`src/rtl/dtc_defines.svh`:
```
// Purpose: Constants for the dual timer/counter block
// Assumes: Included by its bare name from the prescaler and top design files
// Notes:   Definitions only
`ifndef DTC_DEFINES_SVH
`define DTC_DEFINES_SVH

// Timer mode register fields, per 4-bit nibble (A low nibble, B high nibble)
`define DTC_MODE_LO_BIT     0
`define DTC_MODE_HI_BIT     1
`define DTC_CT_BIT          2
`define DTC_GATE_BIT        3
`define DTC_NIBBLE_B        4
`define DTC_MODE_RST        8'h00

// Count register select codes for software writes
`define DTC_SEL_LOW_A       2'h0
`define DTC_SEL_HIGH_A      2'h1
`define DTC_SEL_LOW_B       2'h2
`define DTC_SEL_HIGH_B      2'h3

// Machine-cycle prescaler terminal counts
`define DTC_DIV12_LAST      4'hb
`define DTC_DIV6_LAST       4'h5

// Interrupt vectors
`define DTC_VEC_A           16'h000b
`define DTC_VEC_B           16'h001b
`define DTC_VEC_NONE        16'h0000

`endif

```
`src/rtl/dtc_pkg.sv`:
```
// Purpose: Types for the dual timer/counter block
// Assumes: Nothing beyond the defines header
// Notes:   Mode codes follow the two mode select bits
`default_nettype none
package dtc_pkg;

	typedef enum logic [1:0] {
		DTC_M13    = 2'b00,
		DTC_M16    = 2'b01,
		DTC_RELOAD = 2'b10,
		DTC_SPLIT  = 2'b11
	} dtc_mode_t;

	typedef struct packed {
		logic      gate;
		logic      ct;
		dtc_mode_t mode;
	} dtc_cfg_t;

	typedef struct packed {
		logic [7:0] high;
		logic [7:0] low;
	} dtc_count_t;

endpackage : dtc_pkg

`default_nettype wire

```
`src/rtl/dtc_presc.sv`:
```
// Purpose: Machine-cycle tick generator
// Assumes: MCLK is the system clock
// Notes:   Divides by 12 or by 6; one-cycle tick
`timescale 1ns/1ps
`include "dtc_defines.svh"
`default_nettype none

module dtc_presc (
	// Clock and reset
	input  wire logic clk,
	input  wire logic rst_b,
	// Control
	input  wire logic six_clk_mode,
	// Tick
	output logic      tick
);

	logic [3:0] cnt_q;
	logic [3:0] cnt_d;
	logic [3:0] last;
	logic       tick_q;
	logic       tick_d;

	always_comb begin
		last   = six_clk_mode ? `DTC_DIV6_LAST : `DTC_DIV12_LAST;
		tick_d = (cnt_q >= last);
		cnt_d  = tick_d ? 4'h0 : cnt_q + 4'h1;
	end

	always_ff @(posedge clk) begin
		if (!rst_b) begin
			cnt_q  <= 4'h0;
			tick_q <= 1'b0;
		end else begin
			cnt_q  <= cnt_d;
			tick_q <= tick_d;
		end
	end

	assign tick = tick_q;

endmodule : dtc_presc

`default_nettype wire

```
`src/rtl/dtc_top.sv`:
```
// Purpose: Two timer/counters with 13-bit, 16-bit, reload and split modes
// Assumes: All inputs synchronous to MCLK; software strobes are one cycle
// Notes:   Software count writes win over counting in the same cycle
`timescale 1ns/1ps
`include "dtc_defines.svh"
`default_nettype none

module dtc_top
	import dtc_pkg::*;
(
	// Clock and reset
	input  wire logic        MCLK,
	input  wire logic        RST_B,
	// Core configuration
	input  wire logic        SIX_CLK_MODE,
	// Timer mode register write
	input  wire logic        MODE_WE,
	input  wire logic [7:0]  MODE_WDATA,
	// Run bits from the control register
	input  wire logic        RUN_BIT_A,
	input  wire logic        RUN_BIT_B,
	// Count register writes
	input  wire logic        CNT_WE,
	input  wire logic [1:0]  CNT_SEL,
	input  wire logic [7:0]  CNT_WDATA,
	// Flag clear and interrupt acknowledge
	input  wire logic        FLAG_CLR_A,
	input  wire logic        FLAG_CLR_B,
	input  wire logic        IRQ_ACK,
	// Interrupt enables
	input  wire logic        OVERFLOW_IRQ_EN_A,
	input  wire logic        OVERFLOW_IRQ_EN_B,
	input  wire logic        GLOBAL_IRQ_ENABLE,
	// Pins
	input  wire logic        EXT_IRQ_PIN_A,
	input  wire logic        EXT_IRQ_PIN_B,
	input  wire logic        CNT_PIN_A,
	input  wire logic        CNT_PIN_B,
	// State
	output logic [7:0]       TIMER_MODE_REG,
	output logic [7:0]       COUNT_LOW_A,
	output logic [7:0]       COUNT_HIGH_A,
	output logic [7:0]       COUNT_LOW_B,
	output logic [7:0]       COUNT_HIGH_B,
	output logic             OVERFLOW_FLAG_A,
	output logic             OVERFLOW_FLAG_B,
	// Interrupt request
	output logic             IRQ_REQ,
	output logic [15:0]      IRQ_VEC
);

	logic [7:0]  mode_q;
	logic [7:0]  mode_d;
	dtc_count_t  cnt_q   [2];
	dtc_count_t  cnt_d   [2];
	logic [1:0]  pin_q;
	logic [1:0]  flag_q;
	logic [1:0]  flag_d;
	logic        req_q;
	logic        req_d;
	logic [15:0] vec_q;
	logic [15:0] vec_d;
	logic        tick;
	dtc_cfg_t    cfg     [2];
	logic [1:0]  inc;
	logic [1:0]  cnt_pin;
	logic [1:0]  ext_pin;
	logic [1:0]  run;
	logic [16:0] res_a;
	logic [16:0] res_b;
	logic [8:0]  split_hi;
	logic        split_a;
	logic        ack_a;
	logic        ack_b;

	dtc_presc u_presc (
		.clk          (MCLK),
		.rst_b        (RST_B),
		.six_clk_mode (SIX_CLK_MODE),
		.tick         (tick)
	);

	// Returns {overflow, high, low} after one increment
	function automatic logic [16:0] step(input dtc_mode_t m, input dtc_count_t c);
		logic [12:0] v13;
		logic [16:0] r;
		v13 = {c.high, c.low[4:0]};
		r   = {1'b0, c.high, c.low};
		unique case (m)
			// 13-bit wrap; low bits 7..5 kept untouched
			DTC_M13: begin
				v13 = v13 + 13'h0001;
				r   = {(v13 == 13'h0000), v13[12:5], c.low[7:5], v13[4:0]};
			end
			DTC_M16: begin
				r = {1'b0, c.high, c.low} + 17'h00001;
			end
			// reload low from high, high unchanged
			DTC_RELOAD: begin
				if (c.low == 8'hff) begin
					r = {1'b1, c.high, c.high};
				end else begin
					r = {1'b0, c.high, c.low + 8'h01};
				end
			end
			// split code holds here; timer A split is handled outside
			DTC_SPLIT: begin
				r = {1'b0, c.high, c.low};
			end
		endcase
		return r;
	endfunction : step

	assign cnt_pin = {CNT_PIN_B, CNT_PIN_A};
	assign ext_pin = {EXT_IRQ_PIN_B, EXT_IRQ_PIN_A};
	assign run     = {RUN_BIT_B, RUN_BIT_A};

	genvar gi;
	generate
		for (gi = 0; gi < 2; gi++) begin : g_src
			// each nibble of the mode register configures one timer
			assign cfg[gi] = dtc_cfg_t'(mode_q[gi*`DTC_NIBBLE_B +: 4]);
			// run and gate qualify counting; clock or falling pin edge
			assign inc[gi] = run[gi] && (!cfg[gi].gate || ext_pin[gi])
				&& (cfg[gi].ct ? (pin_q[gi] && !cnt_pin[gi]) : tick);
		end
	endgenerate

	assign split_a = (cfg[0].mode == DTC_SPLIT);
	assign res_a   = step(cfg[0].mode, cnt_q[0]);
	assign res_b   = step(cfg[1].mode, cnt_q[1]);
	assign ack_a   = IRQ_ACK && (vec_q == `DTC_VEC_A);
	assign ack_b   = IRQ_ACK && (vec_q == `DTC_VEC_B);

	// Count and flag next state
	always_comb begin
		mode_d   = MODE_WE ? MODE_WDATA : mode_q;
		cnt_d[0] = cnt_q[0];
		cnt_d[1] = cnt_q[1];
		flag_d   = flag_q;
		split_hi = {1'b0, cnt_q[0].high} + 9'h001;
		// vectoring clears the flag; clear by software too
		if (FLAG_CLR_A || ack_a) begin
			flag_d[0] = 1'b0;
		end
		if (FLAG_CLR_B || ack_b) begin
			flag_d[1] = 1'b0;
		end
		if (split_a) begin
			// low byte on A's own controls and flag
			if (inc[0]) begin
				cnt_d[0].low = cnt_q[0].low + 8'h01;
				if (cnt_q[0].low == 8'hff) begin
					flag_d[0] = 1'b1;
				end
			end
			// high byte on machine cycles under B's run bit, flags B
			if (RUN_BIT_B && tick) begin
				cnt_d[0].high = split_hi[7:0];
				if (split_hi[8]) begin
					flag_d[1] = 1'b1;
				end
			end
		end else if (inc[0]) begin
			// 06h gives event counting in reload mode through the generic path
			cnt_d[0] = dtc_count_t'(res_a[15:0]);
			if (res_a[16]) begin
				flag_d[0] = 1'b1;
			end
		end
		// B's split code freezes it; B still counts but no flag while A split
		if (inc[1] && cfg[1].mode != DTC_SPLIT) begin
			cnt_d[1] = dtc_count_t'(res_b[15:0]);
			if (res_b[16] && !split_a) begin
				flag_d[1] = 1'b1;
			end
		end
		// run bit never touches counts; besides the reload mode, only software writes load them
		if (CNT_WE) begin
			unique case (CNT_SEL)
				`DTC_SEL_LOW_A:  cnt_d[0].low  = CNT_WDATA;
				`DTC_SEL_HIGH_A: cnt_d[0].high = CNT_WDATA;
				`DTC_SEL_LOW_B:  cnt_d[1].low  = CNT_WDATA;
				`DTC_SEL_HIGH_B: cnt_d[1].high = CNT_WDATA;
			endcase
		end
	end

	// request needs individual and global enable; A has priority
	always_comb begin
		req_d = 1'b0;
		vec_d = `DTC_VEC_NONE;
		if (GLOBAL_IRQ_ENABLE && OVERFLOW_IRQ_EN_A && flag_d[0]) begin
			req_d = 1'b1;
			vec_d = `DTC_VEC_A;
		end else if (GLOBAL_IRQ_ENABLE && OVERFLOW_IRQ_EN_B && flag_d[1]) begin
			req_d = 1'b1;
			vec_d = `DTC_VEC_B;
		end
	end

	always_ff @(posedge MCLK) begin
		if (!RST_B) begin
			mode_q <= `DTC_MODE_RST;
			cnt_q  <= '{default: '0};
			pin_q  <= 2'h3;
			flag_q <= 2'h0;
			req_q  <= 1'b0;
			vec_q  <= `DTC_VEC_NONE;
		end else begin
			mode_q <= mode_d;
			cnt_q  <= cnt_d;
			pin_q  <= cnt_pin;
			flag_q <= flag_d;
			req_q  <= req_d;
			vec_q  <= vec_d;
		end
	end

	assign TIMER_MODE_REG  = mode_q;
	assign COUNT_LOW_A     = cnt_q[0].low;
	assign COUNT_HIGH_A    = cnt_q[0].high;
	assign COUNT_LOW_B     = cnt_q[1].low;
	assign COUNT_HIGH_B    = cnt_q[1].high;
	assign OVERFLOW_FLAG_A = flag_q[0];
	assign OVERFLOW_FLAG_B = flag_q[1];
	assign IRQ_REQ         = req_q;
	assign IRQ_VEC         = vec_q;

endmodule : dtc_top

`default_nettype wire

```
`config.mk`:
```
export PLATFORM = sky130hd
export DESIGN_NAME = dtc_top
export DESIGN_NICKNAME = d
export VERILOG_FILES = /design/src/rtl/dtc_pkg.sv /design/src/rtl/dtc_presc.sv /design/src/rtl/dtc_top.sv
export VERILOG_INCLUDE_DIRS = /design/src /design/src/rtl
export SDC_FILE = /design/constraint.sdc
export NUM_CORES = 1
export LEC_CHECK = 0
export ABC_AREA = 1
export BUFFER_PORTS_ARGS = -buffer_cell sky130_fd_sc_hd__buf_2
export CAP_MARGIN = 30
export CELL_PAD_IN_SITES_DETAIL_PLACEMENT = 1
export CELL_PAD_IN_SITES_GLOBAL_PLACEMENT = 1
export CORE_MARGIN = 8
export CORE_UTILIZATION = 38
export DETAILED_ROUTE_END_ITERATION = 10
export GPL_TIMING_DRIVEN = 0
export PLACE_DENSITY = 0.81
export SYNTH_ARGS = -nofsm -noshare
export SYNTH_HDL_FRONTEND = slang
export SYNTH_SLANG_ARGS = --single-unit
```
`constraint.sdc`:
```
create_clock -name MCLK -period 2.14 [get_ports MCLK]
set_input_delay 0.107 -clock MCLK [delete_from_list [all_inputs] [get_ports MCLK]]
set_output_delay 0.107 -clock MCLK [all_outputs]
set_load 0.005 [all_outputs]
```
After elaboration in Yosys (flattened, before gate mapping)
Cells that the tools add are included.
- bits in registers: 55
- logic and storage cells: 100
- input port bits: 35
- output and inout bits: 59
- reduce and logical (&&, ||, !) cells: 31
- eq/ne operators: 14
- bitwise operators: 1
- mux-type cells: 33
- add/subtract/negate cells: 8
- $lt $le $gt $ge: 1
- operators by type and width (operator ; count):
    one-hot mux 17 bit (4 select lines) ; 2
    2-to-1 mux 16 bit ; 3
    2-to-1 mux 8 bit ; 6
    adder 16 x 1 -> 17 bit, second input constant ; 2
    2-to-1 mux 17 bit ; 2
    2-to-1 mux 32 bit ; 1
    adder 13 x 1 -> 13 bit, second input constant ; 2
    logical NOT 13 bit ; 2
    adder 8 x 1 -> 8 bit, second input constant ; 2
    == test 8 bit, second input constant ; 2
    2-to-1 mux 1 bit ; 16
    logical AND 1 bit ; 15
    == test 2 bit, second input constant ; 6
    adder 8 x 1 -> 9 bit, second input constant ; 1
    2-to-1 mux 4 bit ; 2
    == test 2 x 1 -> 1 bit, second input constant ; 3
    logical NOT 2 bit ; 3
    == test 5 x 4 -> 1 bit, second input constant ; 1
    == test 5 bit, second input constant ; 1
    logical NOT 1 bit ; 5
    2-to-1 mux 5 bit ; 1
    adder 4 x 1 -> 4 bit, second input constant ; 1
    >= comparator 4 bit ; 1
    logical OR 1 bit ; 4
    3 further kinds ; 4

Logic depth before layout (Yosys ltp)
Gate-level depths: netlist (run 1).
- depth after elaboration: 12
- gate-level depth with buffers: 16
- gate-level depth less buffers: 16

Cells and area by module
Synthesis (run 1) repeated with hierarchy kept, for this count alone.
- cell total of the unflattened synthesis: 694
- area, all modules: 4200.3 um2
- by module, submodules not included (module ; sequential area each (um2) ; area each (um2) ; times used ; cells each):
    dtc_top ; 920.9 ; 3937.5 ; 1 ; 664
    dtc_presc ; 100.1 ; 262.8 ; 1 ; 30

Worst setup path after synthesis (run 1)
No wires, ideal clock.
- kind: register to register
- start: register cnt_q, in the netlist COUNT_LOW_B[0]
- end: register cnt_q, in the netlist COUNT_HIGH_B[2]
- path buffers: 0
- cell stages (with the launch flop): 13
- required time: 2.027 ns
- data arrival time: 1.778 ns
- clock period less this slack: 1.891 ns
- setup slack: 0.249 ns
- setup time: 0.113 ns
- cells stage by stage: dfxtp_1 ha_1 nand2_2 nor2_4 nand4_4 inv_4 nand2_4 nor2_4 a21oi_1 o21ai_1 nand2_1 o21ai_1 inv_1
- word-level cells in the longest chain between the ends: 5
- elaborated cells between the ends (all ways): 6
- classes of those cells: add/sub: 2; mux: 4
- RTL lines (element ; line ; source):
    from (decl) ; dtc_top.sv:54 ; dtc_count_t cnt_q [2];
    from (signal assigned) ; dtc_top.sv:212 ; cnt_q <= cnt_d;
    adder 16 x 1 -> 17 bit / adder 13 x 1 -> 13 bit (equally long branches) ; dtc_top.sv:96, dtc_top.sv:92 ;
    one-hot mux 17 bit (4 select lines) * ; dtc_top.sv:89 ; unique case (m)
    2-to-1 mux 16 bit * ; dtc_top.sv:172 ; if (inc[1] && cfg[1].mode != DTC_SPLIT) begin
    2-to-1 mux 8 bit ; dtc_top.sv:180 ; unique case (CNT_SEL)
    2-to-1 mux 32 bit * ; dtc_top.sv:179 ; if (CNT_WE) begin
Mark *: on every way between the ends. The rest lies on a longest branch, timed or not.
A chain may end at the register's enable or synchronous reset.

Worst setup path after layout (run 1)
- start: register mode_q[5] (netlist: TIMER_MODE_REG[5])
- end: register cnt_q, in the netlist COUNT_LOW_B[7]
- word-level cells in the longest chain between the ends: 5
- elaborated cells between the ends (all ways): 10
- classes of those cells: eq/ne: 4; mux: 4; reduce/logical: 2
- RTL lines (element ; line ; source):
    from (decl) ; dtc_top.sv:52 ; logic [7:0] mode_q;
    from (signal assigned) ; dtc_top.sv:204 ; mode_q <= `DTC_MODE_RST;
    from (signal assigned) ; dtc_top.sv:211 ; mode_q <= mode_d;
    == test 2 bit, or another cell as far along ; dtc_top.sv:89 ;
    one-hot mux 17 bit (4 select lines) / logical AND 1 bit (equally long branches) ; dtc_top.sv:89, dtc_top.sv:172 ;
    2-to-1 mux 16 bit * ; dtc_top.sv:172 ;
    2-to-1 mux 8 bit ; dtc_top.sv:180 ;
    2-to-1 mux 32 bit * ; dtc_top.sv:179 ;
Marks and branches as above.

==> run_results.csv, run 1 <==
group,metric,value,unit
logic_synthesis,syn_area_per_cell,6.10,um^2
final_layout,layout_common_cells,"143 x nand2_1, 88 x buf_2, 80 x inv_1, 70 x a21oi_1, 68 x o21ai_0",
logic_synthesis,yosysSeqAreaShare,24.2,%
placement,dp_slack,-0.207,ns
final_layout,drive_gt1_share,22.8,%
cts,insertion_delay,0.32,ns
logic_synthesis,synth_edf_count,0,
cts,cts_tree,"yes",
placement,place_area,4830,um^2
floorplanning,rows,38,
sta,slew_violations,0,
grt,met3_usage,4.23,%
routing,drtAntennaViolNets,0,
logic_synthesis,synth_top_family_by_area,"simple AND/OR/NAND/NOR gates",
placement,dp_hpwl,14000,um
logic_synthesis,synth_area,4210,um^2
grt,busiest_layer,"met2",
final_layout,multiInputGateArea,2830,um^2
power,power_density,490,nW/um^2
sta,maxSlewHeadroom,61.5,%
worst_setup_path,worstSetupEndpointType,"flip-flop",
grt,use_met2,41.5,%
logic_synthesis,synthAdderAreaFrac,2.08,%
logic_synthesis,yosysWarningCount,0,
worst_setup_path,cp-start-kind,"flip-flop",
logic_synthesis,synth-compound-area-share,24.7,%
grt,grt_max_degree,18,
sta,timing.final.ws_setup,0.127,ns
grt,gr-total-overflow,0,
worst_setup_path,arrival,2.27,ns
outcome,status,"finished, final reports clean",
worst_setup_path,crit_end,"COUNT_LOW_B[7]",
worst_setup_path,critPathKind,"flip-flop to flip-flop",
cts,clk_path_buf_depth,2,
cts,clock_sinks,51,
worst_setup_path,crit_fanout,9,
final_layout,syn2layout_area_growth,23.2,%
floorplanning,die_y,121,um
routing,vias_per_cell,5.46,
logic_synthesis,synthXorXnorAreaFrac,3.33,%
min_path,hold_class,"input port to flip-flop",
worst_setup_path,r2r-end,"COUNT_LOW_B[7]",
power,p_leak,2.31,nW
grt,antenna_found_initial,0,
final_layout,final_common_cell,"nand2_1",
sta,period_share,94.0,%
logic_synthesis,postSynthCellCount,690,
logic_synthesis,synth.top_cell.area_share,24.2,%
worst_setup_path,reg2regPathDepth,9,
cts,clkTransAtPathRegs,0.11,ns
floorplanning,die_x,121,um
logic_synthesis,ys_top_cells_by_area,"dfxtp_1 24%, nand2_1 13%, a21oi_1 8.3%, o21ai_0 8.2%, inv_1 7.1%",
routing,first_iter_violations,329,
grt,grtUsageMet1,26.9,%
worst_setup_path,crit_start,"TIMER_MODE_REG[5]",
routing,wirelength,17700,um
logic_synthesis,synthFlopType,"dfxtp_1",
worst_setup_path,regToRegSetupSlack,0.13,ns
final_layout,n_fill_cell,1516,
floorplanning,dieArea,14700,um^2
floorplanning,start_util,38.8,%
cts,cts_root_buffer,"clkbuf_8",
routing,first_pass_iters,5,
grt,grt_pass1_vias,5367,
sta,finClkSkew,0.00951,ns
cts,cts_made_buffers,5,
worst_setup_path,r2r_start,"TIMER_MODE_REG[5]",
power,ir_drop,0.243,mV
cts,ctsHtreeMaxLevel,2,
logic_synthesis,ys_ff_latch,51,
run,maxCapViolations,0,
grt,grt_pass1_wl,27300,um
logic_synthesis,yosys.area.top_type,"dfxtp_1",
logic_synthesis,async_flop_share,0,%
sta,max_freq,497,MHz
placement,port_buffers,80,
routing,drc,0,
worst_setup_path,worstPathRequired,2.40,ns
final_layout,diodes,0,
sta,hold_viol_final,0,
logic_synthesis,synthSimpleGateAreaFrac,33.0,%
floorplanning,ioPinCount,94,
grt,grtUsageTotal,23.3,%
sta,setup-violations-final,0,
sta,period_minus_slack,2.01,ns
power,total_power,2.54,mW
final_layout,final_area,5190,um^2
logic_synthesis,synthMuxAreaShare,0,%
routing,num_vias,5145,
final_layout,seq_area,1040,um^2
routing,wl_per_cell,18.8,um
sta,worst_pin_slew,0.577,ns
floorplanning,coreArea,10800,um^2
placement,gp_congestion,0.973,
logic_synthesis,yosys.cell_types.count,41,
final_layout,nets,843,
-- area by class of cell --
| cell class | instances | area share, % |
|---|---|---|
| clock inverter | 3 | 0.893 |
| tap | 140 | 3.38 |
| clock buffer | 5 | 1.33 |
| timing repair buffer | 92 | 9.60 |
| sequential | 51 | 20.0 |
| buffer | 36 | 3.98 |
| inverter | 86 | 6.32 |
| multi-input combinational | 529 | 54.5 |
-- flip-flops by register name (all words and copies together) (netlist names) --
register,flops
u_presc.cnt_q,4
COUNT_LOW_B,8
flag_q,2
TIMER_MODE_REG,8
pin_q,2
COUNT_LOW_A,8
COUNT_HIGH_B,8
u_presc.tick,1
COUNT_HIGH_A,8
IRQ_VEC,2
-- per-stage QoR --
| stage | TNS [ns] | hold WS (ns) | instances | utilization, % |
|---|---|---|---|---|
| after floorplan | 0 | 0.204 | 701 | - |
| after global placement | -0.827 | 0.307 | 921 | 44.5 |
| after detailed placement | -1.11 | 0.310 | 922 | 44.6 |
| after CTS | -0.00384 | 0.00741 | 934 | 46.2 |
| after global routing | -0.102 | 0.0105 | 942 | 47.8 |
| final | 0 | 0.0145 | 942 | 47.8 |
-- where the power goes --
group / switching, mW / internal (mW) / total (mW)
clock: 0.388 / 0.354 / 0.742
sequential: 0.106 / 1.02 / 1.12
combinational: 0.428 / 0.246 / 0.674
-- worst min path at each step --
stage | end | startpoint | cells past startpoint | slack, ns
6_report | TIMER_MODE_REG[6] | MODE_WDATA[6] | 3 | 0.01
5_1_grt | TIMER_MODE_REG[6] | MODE_WDATA[6] | 3 | 0.01
4_1_cts | TIMER_MODE_REG[6] | MODE_WDATA[6] | 3 | 0.007
3_5_place_dp | pin_q[1] | CNT_PIN_B | 3 | 0.31
2_1_floorplan | pin_q[1] | CNT_PIN_B | 2 | 0.20
3_3_place_gp | pin_q[1] | CNT_PIN_B | 3 | 0.31
-- cell families (layout without fill, tap and decap cells) --
| kind of cell | count (synthesis) | in the layout |
|---|---|---|
| AND/OR/NAND/NOR | 306 | 307 |
| flip-flops | 51 | 51 |
| adder cells (fa/ha/maj) | 7 | 7 |
| AO/OA/AOI/OAI | 187 | 187 |
| other | 1 | 12 |
| XOR/XNOR | 16 | 16 |
| buffers and inverters | 122 | 222 |
-- synthesized netlist by cell type, types with 2 or more instances --
cell and n:
nand2_1 145, inv_1 80, a21oi_1 70, nor2_1 70
o21ai_0 69, dfxtp_1 51, nand3_1 50, o211ai_1 17
buf_4 15, xor2_1 14, clkbuf_1 11, buf_2 9
nand2_2 9, nand4_1 9, a31oi_1 8, ha_1 7
nor2_4 7, o21ai_1 7, nor3_1 6, clkinv_1 4
nand3_2 3, o21bai_1 3, a21oi_2 2, a221oi_1 2
a32oi_1 2, nand2_4 2, nor2_2 2, o221ai_1 2
xnor2_1 2
-- critical path: stages, from the launching register on --
cell and delay [ns]:
dfxtp_1 0.34, buf_2 0.25, inv_1 0.17, nor2_2 0.23, inv_1 0.10, o21ai_0 0.34
nand2_1 0.09, o21ai_0 0.21, nand2_1 0.08, a21oi_1 0.14
-- layer usage --
metal,vias to the layer above,wire length (um)
met5,-,0
met4,0,510
met3,36,858
met2,139,8930
met1,2469,7420
li1,2501,-
-- what timing repair did --
item	in CTS	in global routing
pin swaps	1	3
endpoints found under the hold margin	3	0
hold buffers	3	0
gates cloned	0	1
setup buffers	1	7
endpoints found under the setup margin	15	27
gates resized for setup	10	37
No activity file was read; power rests on OpenSTA's default activity.
==> inputs of run 2 (changes only) <==
--- a/config.mk
+++ b/config.mk
@@ -6,16 +6,15 @@
 export SDC_FILE = /design/constraint.sdc
 export NUM_CORES = 1
 export LEC_CHECK = 0
-export ABC_AREA = 1
 export BUFFER_PORTS_ARGS = -buffer_cell sky130_fd_sc_hd__buf_2
 export CAP_MARGIN = 30
 export CELL_PAD_IN_SITES_DETAIL_PLACEMENT = 1
 export CELL_PAD_IN_SITES_GLOBAL_PLACEMENT = 1
 export CORE_MARGIN = 8
-export CORE_UTILIZATION = 38
+export CORE_UTILIZATION = 42
 export DETAILED_ROUTE_END_ITERATION = 10
 export GPL_TIMING_DRIVEN = 0
-export PLACE_DENSITY = 0.81
+export PLACE_DENSITY = 0.86
 export SYNTH_ARGS = -nofsm -noshare
 export SYNTH_HDL_FRONTEND = slang
 export SYNTH_SLANG_ARGS = --single-unit
==> constraint.sdc (replaced) <==
create_clock -name MCLK -period 2.4 [get_ports MCLK]
set_input_delay 0.12 -clock MCLK [delete_from_list [all_inputs] [get_ports MCLK]]
set_output_delay 0.12 -clock MCLK [all_outputs]
set_load 0.005 [all_outputs]
==> run 2 against run 1 <==
Effect of this change:
- cell area down 11%
- total power down 18%
- register-to-register slack got worse by 0.03 ns
- critical endpoint is now IRQ_VEC[4]
- highest routed layer unchanged
==> run_results.csv, run 2 <==
group,metric,value,unit
routing,num_vias,4459,
power,p_clk_share,32.4,%
outcome,status,"finished, final reports clean",
final_layout,drive_gt1_share,22.5,%
power,p_int,1.41,mW
placement,gp_congestion,0.972,
worst_setup_path,reg2regPathDepth,8,
cts,ctsHtreeMaxLevel,2,
final_layout,nets,658,
worst_setup_path,critPathKind,"flip-flop to flip-flop",
power,p_sw,658,uW
final_layout,layout_common_cells,"82 x buf_2, 53 x nor2_1, 43 x dfxtp_1, 41 x o21ai_0",
power,power_density,447,nW/um^2
logic_synthesis,yosys.cell_types.count,65,
grt,gr-total-overflow,0,
power,ir_drop,0.272,mV
cts,cts_tree,"yes",
worst_setup_path,cpMaxStageDelayCell,"dfxtp_2",
cts,clock_sinks,51,
sta,slew_violations,0,
routing,wirelength,15900,um
routing,vias_per_cell,6.15,
logic_synthesis,synthTopCellsByCount,"54 x nor2_1, 51 x dfxtp_1, 41 x o21ai_0",
floorplanning,coreArea,8760,um^2
cts,insertion_delay,0.32,ns
routing,first_iter_violations,219,
run,maxCapViolations,0,
logic_synthesis,synth.top_cell.area_share,26.9,%
min_path,hold_class,"input port to flip-flop",
routing,wl_per_cell,21.9,um
floorplanning,ioPinCount,94,
cts,clkTransAtPathRegs,0.11,ns
sta,rsz0062_at_grt,"no",
sta,maxSlewHeadroom,49.8,%
routing,drc,0,
final_layout,fin_cells,725,
min_path,worstHoldStart,"MODE_WDATA[4]",
worst_setup_path,r2r-end,"IRQ_VEC[4]",
logic_synthesis,postSynthCellCount,519,
worst_setup_path,regToRegSetupSlack,0.10,ns
sta,finClkSkew,0.0194,ns
cts,cts_root_buffer,"clkbuf_8",
grt,grtUsageTotal,25.0,%
power,total_power,2.07,mW
grt,grt_pass1_wl,25400,um
floorplanning,dieArea,12400,um^2
logic_synthesis,yosysSeqAreaShare,26.9,%
worst_setup_path,worstSetupEndpointType,"flip-flop",
placement,port_buffers,80,
logic_synthesis,ys_top_cells_by_area,"dfxtp_1 27%, o21ai_0 5.4%, nor2_1 5.3%, a21oi_1 4.7%, nand2_1 3.6%",
sta,setup-violations-final,0,
power,share_comb_of_total_power,21.2,%
sta,timing.final.ws_setup,0.101,ns
grt,grt_max_degree,17,
logic_synthesis,synth_area,3800,um^2
worst_setup_path,cp-start-kind,"flip-flop",
floorplanning,start_util,43.4,%
final_layout,syn2layout_area_growth,21.9,%
power,p_leak,1.88,nW
worst_setup_path,r2r_start,"COUNT_LOW_B[1]",
logic_synthesis,syn_area_per_cell,7.32,um^2
worst_setup_path,arrival,2.54,ns
grt,antenna_found_initial,0,
min_path,whs_path_depth,3,
placement,dp_hpwl,12300,um
logic_synthesis,async_flop_share,0,%
sta,hold_viol_final,0,
final_layout,multiInputGateArea,2620,um^2
logic_synthesis,yosys.area.top_type,"dfxtp_1",
sta,setup_tns,0,ns
floorplanning,rows,34,
worst_setup_path,crit_fanout,10,
sta,period_share,95.8,%
sta,worst_pin_slew,0.750,ns
power,p_sw_share,31.8,%
final_layout,n_fill_cell,1155,
worst_setup_path,worstPathRequired,2.64,ns
floorplanning,die_y,111,um
routing,drtAntennaViolNets,0,
final_layout,diodes,0,
logic_synthesis,synth_most_common_cell,"nor2_1",
final_layout,seq_area,1030,um^2
worst_setup_path,path_cells,"ha_2 -> and4_1 -> clkbuf_4 -> nand3_1 -> a2111oi_1 -> o21ai_0 -> o31a_1 -> a211oi_1",
sta,period_minus_slack,2.30,ns
placement,numPlacedInstances,718,
routing,first_pass_iters,4,
logic_synthesis,ys_ff_latch,51,
final_layout,final_common_cell,"buf_2",
logic_synthesis,synthFlopType,"dfxtp_1",
placement,dp_slack,-0.490,ns
logic_synthesis,synth_edf_count,0,
grt,grt_pass1_vias,4627,
min_path,hold_path_end,"TIMER_MODE_REG[4]",
worst_setup_path,slowest_delay,0.42,ns
cts,clk_path_buf_depth,2,
logic_synthesis,yosysWarningCount,0,
power,seqPwrFrac,46.4,%
floorplanning,die_x,111,um
sta,max_freq,435,MHz
cts,cts_made_buffers,5,
==> run 2: cell types whose count changed in the layout (fill, tap and decap cells not counted), moves of 10 or more <==
cell,change
nand3_1,-29
nor3_1,+19
nor2_4,-10
xnor2_1,+12
o21ai_0,-27
a21oi_1,-34
and3_1,+12
mux2i_1,+12
o211ai_1,-10
clkbuf_1,+19
inv_1,-69
a211oi_1,+13
nand2_1,-107
nand2_2,-10
==> run 2: area by class of cell <==
type | count | share of cell area, %
Inverter | 11 | 0.891
Sequential cell | 51 | 22.3
Multi-Input combinational cell | 414 | 56.5
Clock inverter | 2 | 0.837
Timing Repair Buffer | 84 | 9.45
Clock buffer | 6 | 1.78
Buffer | 49 | 5.32
Tap cell | 108 | 2.92
==> run 2: metal layers <==
layer	up-vias	wire [um]	track usage, %
met3	25	854	4.06
met5	-	0	0
li1	2084	-	-
met2	149	8390	46.1
met4	0	244	6.67
met1	2201	6400	28.9
==> run 2: how the worst max path moves through the flow <==
stage,depth (start not counted),start,end,slack (ns)
2_1_floorplan,7,COUNT_LOW_A[0],IRQ_VEC[4],0.04
3_3_place_gp,7,COUNT_LOW_A[1],IRQ_VEC[4],-0.42
3_5_place_dp,7,COUNT_LOW_A[0],IRQ_VEC[4],-0.49
4_1_cts,6,TIMER_MODE_REG[2],COUNT_LOW_A[5],0.007
5_1_grt,8,TIMER_MODE_REG[1],COUNT_HIGH_A[6],0.01
6_report,8,COUNT_LOW_B[1],IRQ_VEC[4],0.10
==> run 2: critical path: cells and delay by family (launching register included) <==
family,cells,cell delay [ns]
AO/OA/AOI/OAI,4,0.96
flip-flops,1,0.42
AND/OR/NAND/NOR,2,0.36
adder cells (fa/ha/maj),1,0.26
buffers and inverters,1,0.22
==> run 2: timing repair <==
action,CTS,global route
endpoints found under the hold margin,3,0
pin swaps,1,2
setup endpoints to repair,7,12
resized for setup,15,12
hold buffers,3,0
setup buffers,1,0
==> run 2: cell families (layout without fill, tap and decap cells) <==
logic type | after synthesis | in the layout | share of synthesized area [%]
simple gates | 205 | 205 | 27.4
compound gates | 153 | 153 | 26.3
buf+inv | 65 | 152 | 8.00
flops | 51 | 51 | 26.9
xor+xnor | 23 | 23 | 5.30
mux | 13 | 13 | 3.52
fa+ha+maj | 8 | 8 | 2.57
other cells | 1 | 12 | 0.0987
==> run 2: per-stage QoR <==
stage               hold slack, ns  util [%]  instance area (um^2)
finish                      0.0337      52.9                  4630
global route                0.0317      52.9                  4630
CTS                         0.0393      52.4                  4590
detailed placement           0.324      50.0                  4380
global placement             0.316      50.0                  4380
floorplan                    0.214         -                  3840
==> run 2: power by group through the flow <==
| stage | Clock [mW] | Combinational, mW | Sequential, mW |
|---|---|---|---|
| 2_1_floorplan | 0 | 0.257 | 0.954 |
| 3_3_place_gp | 0 | 0.411 | 0.965 |
| 3_5_place_dp | 0 | 0.426 | 0.969 |
| 4_1_cts | 0.672 | 0.433 | 0.957 |
| 5_1_grt | 0.702 | 0.480 | 0.971 |
| 6_report | 0.671 | 0.439 | 0.962 |
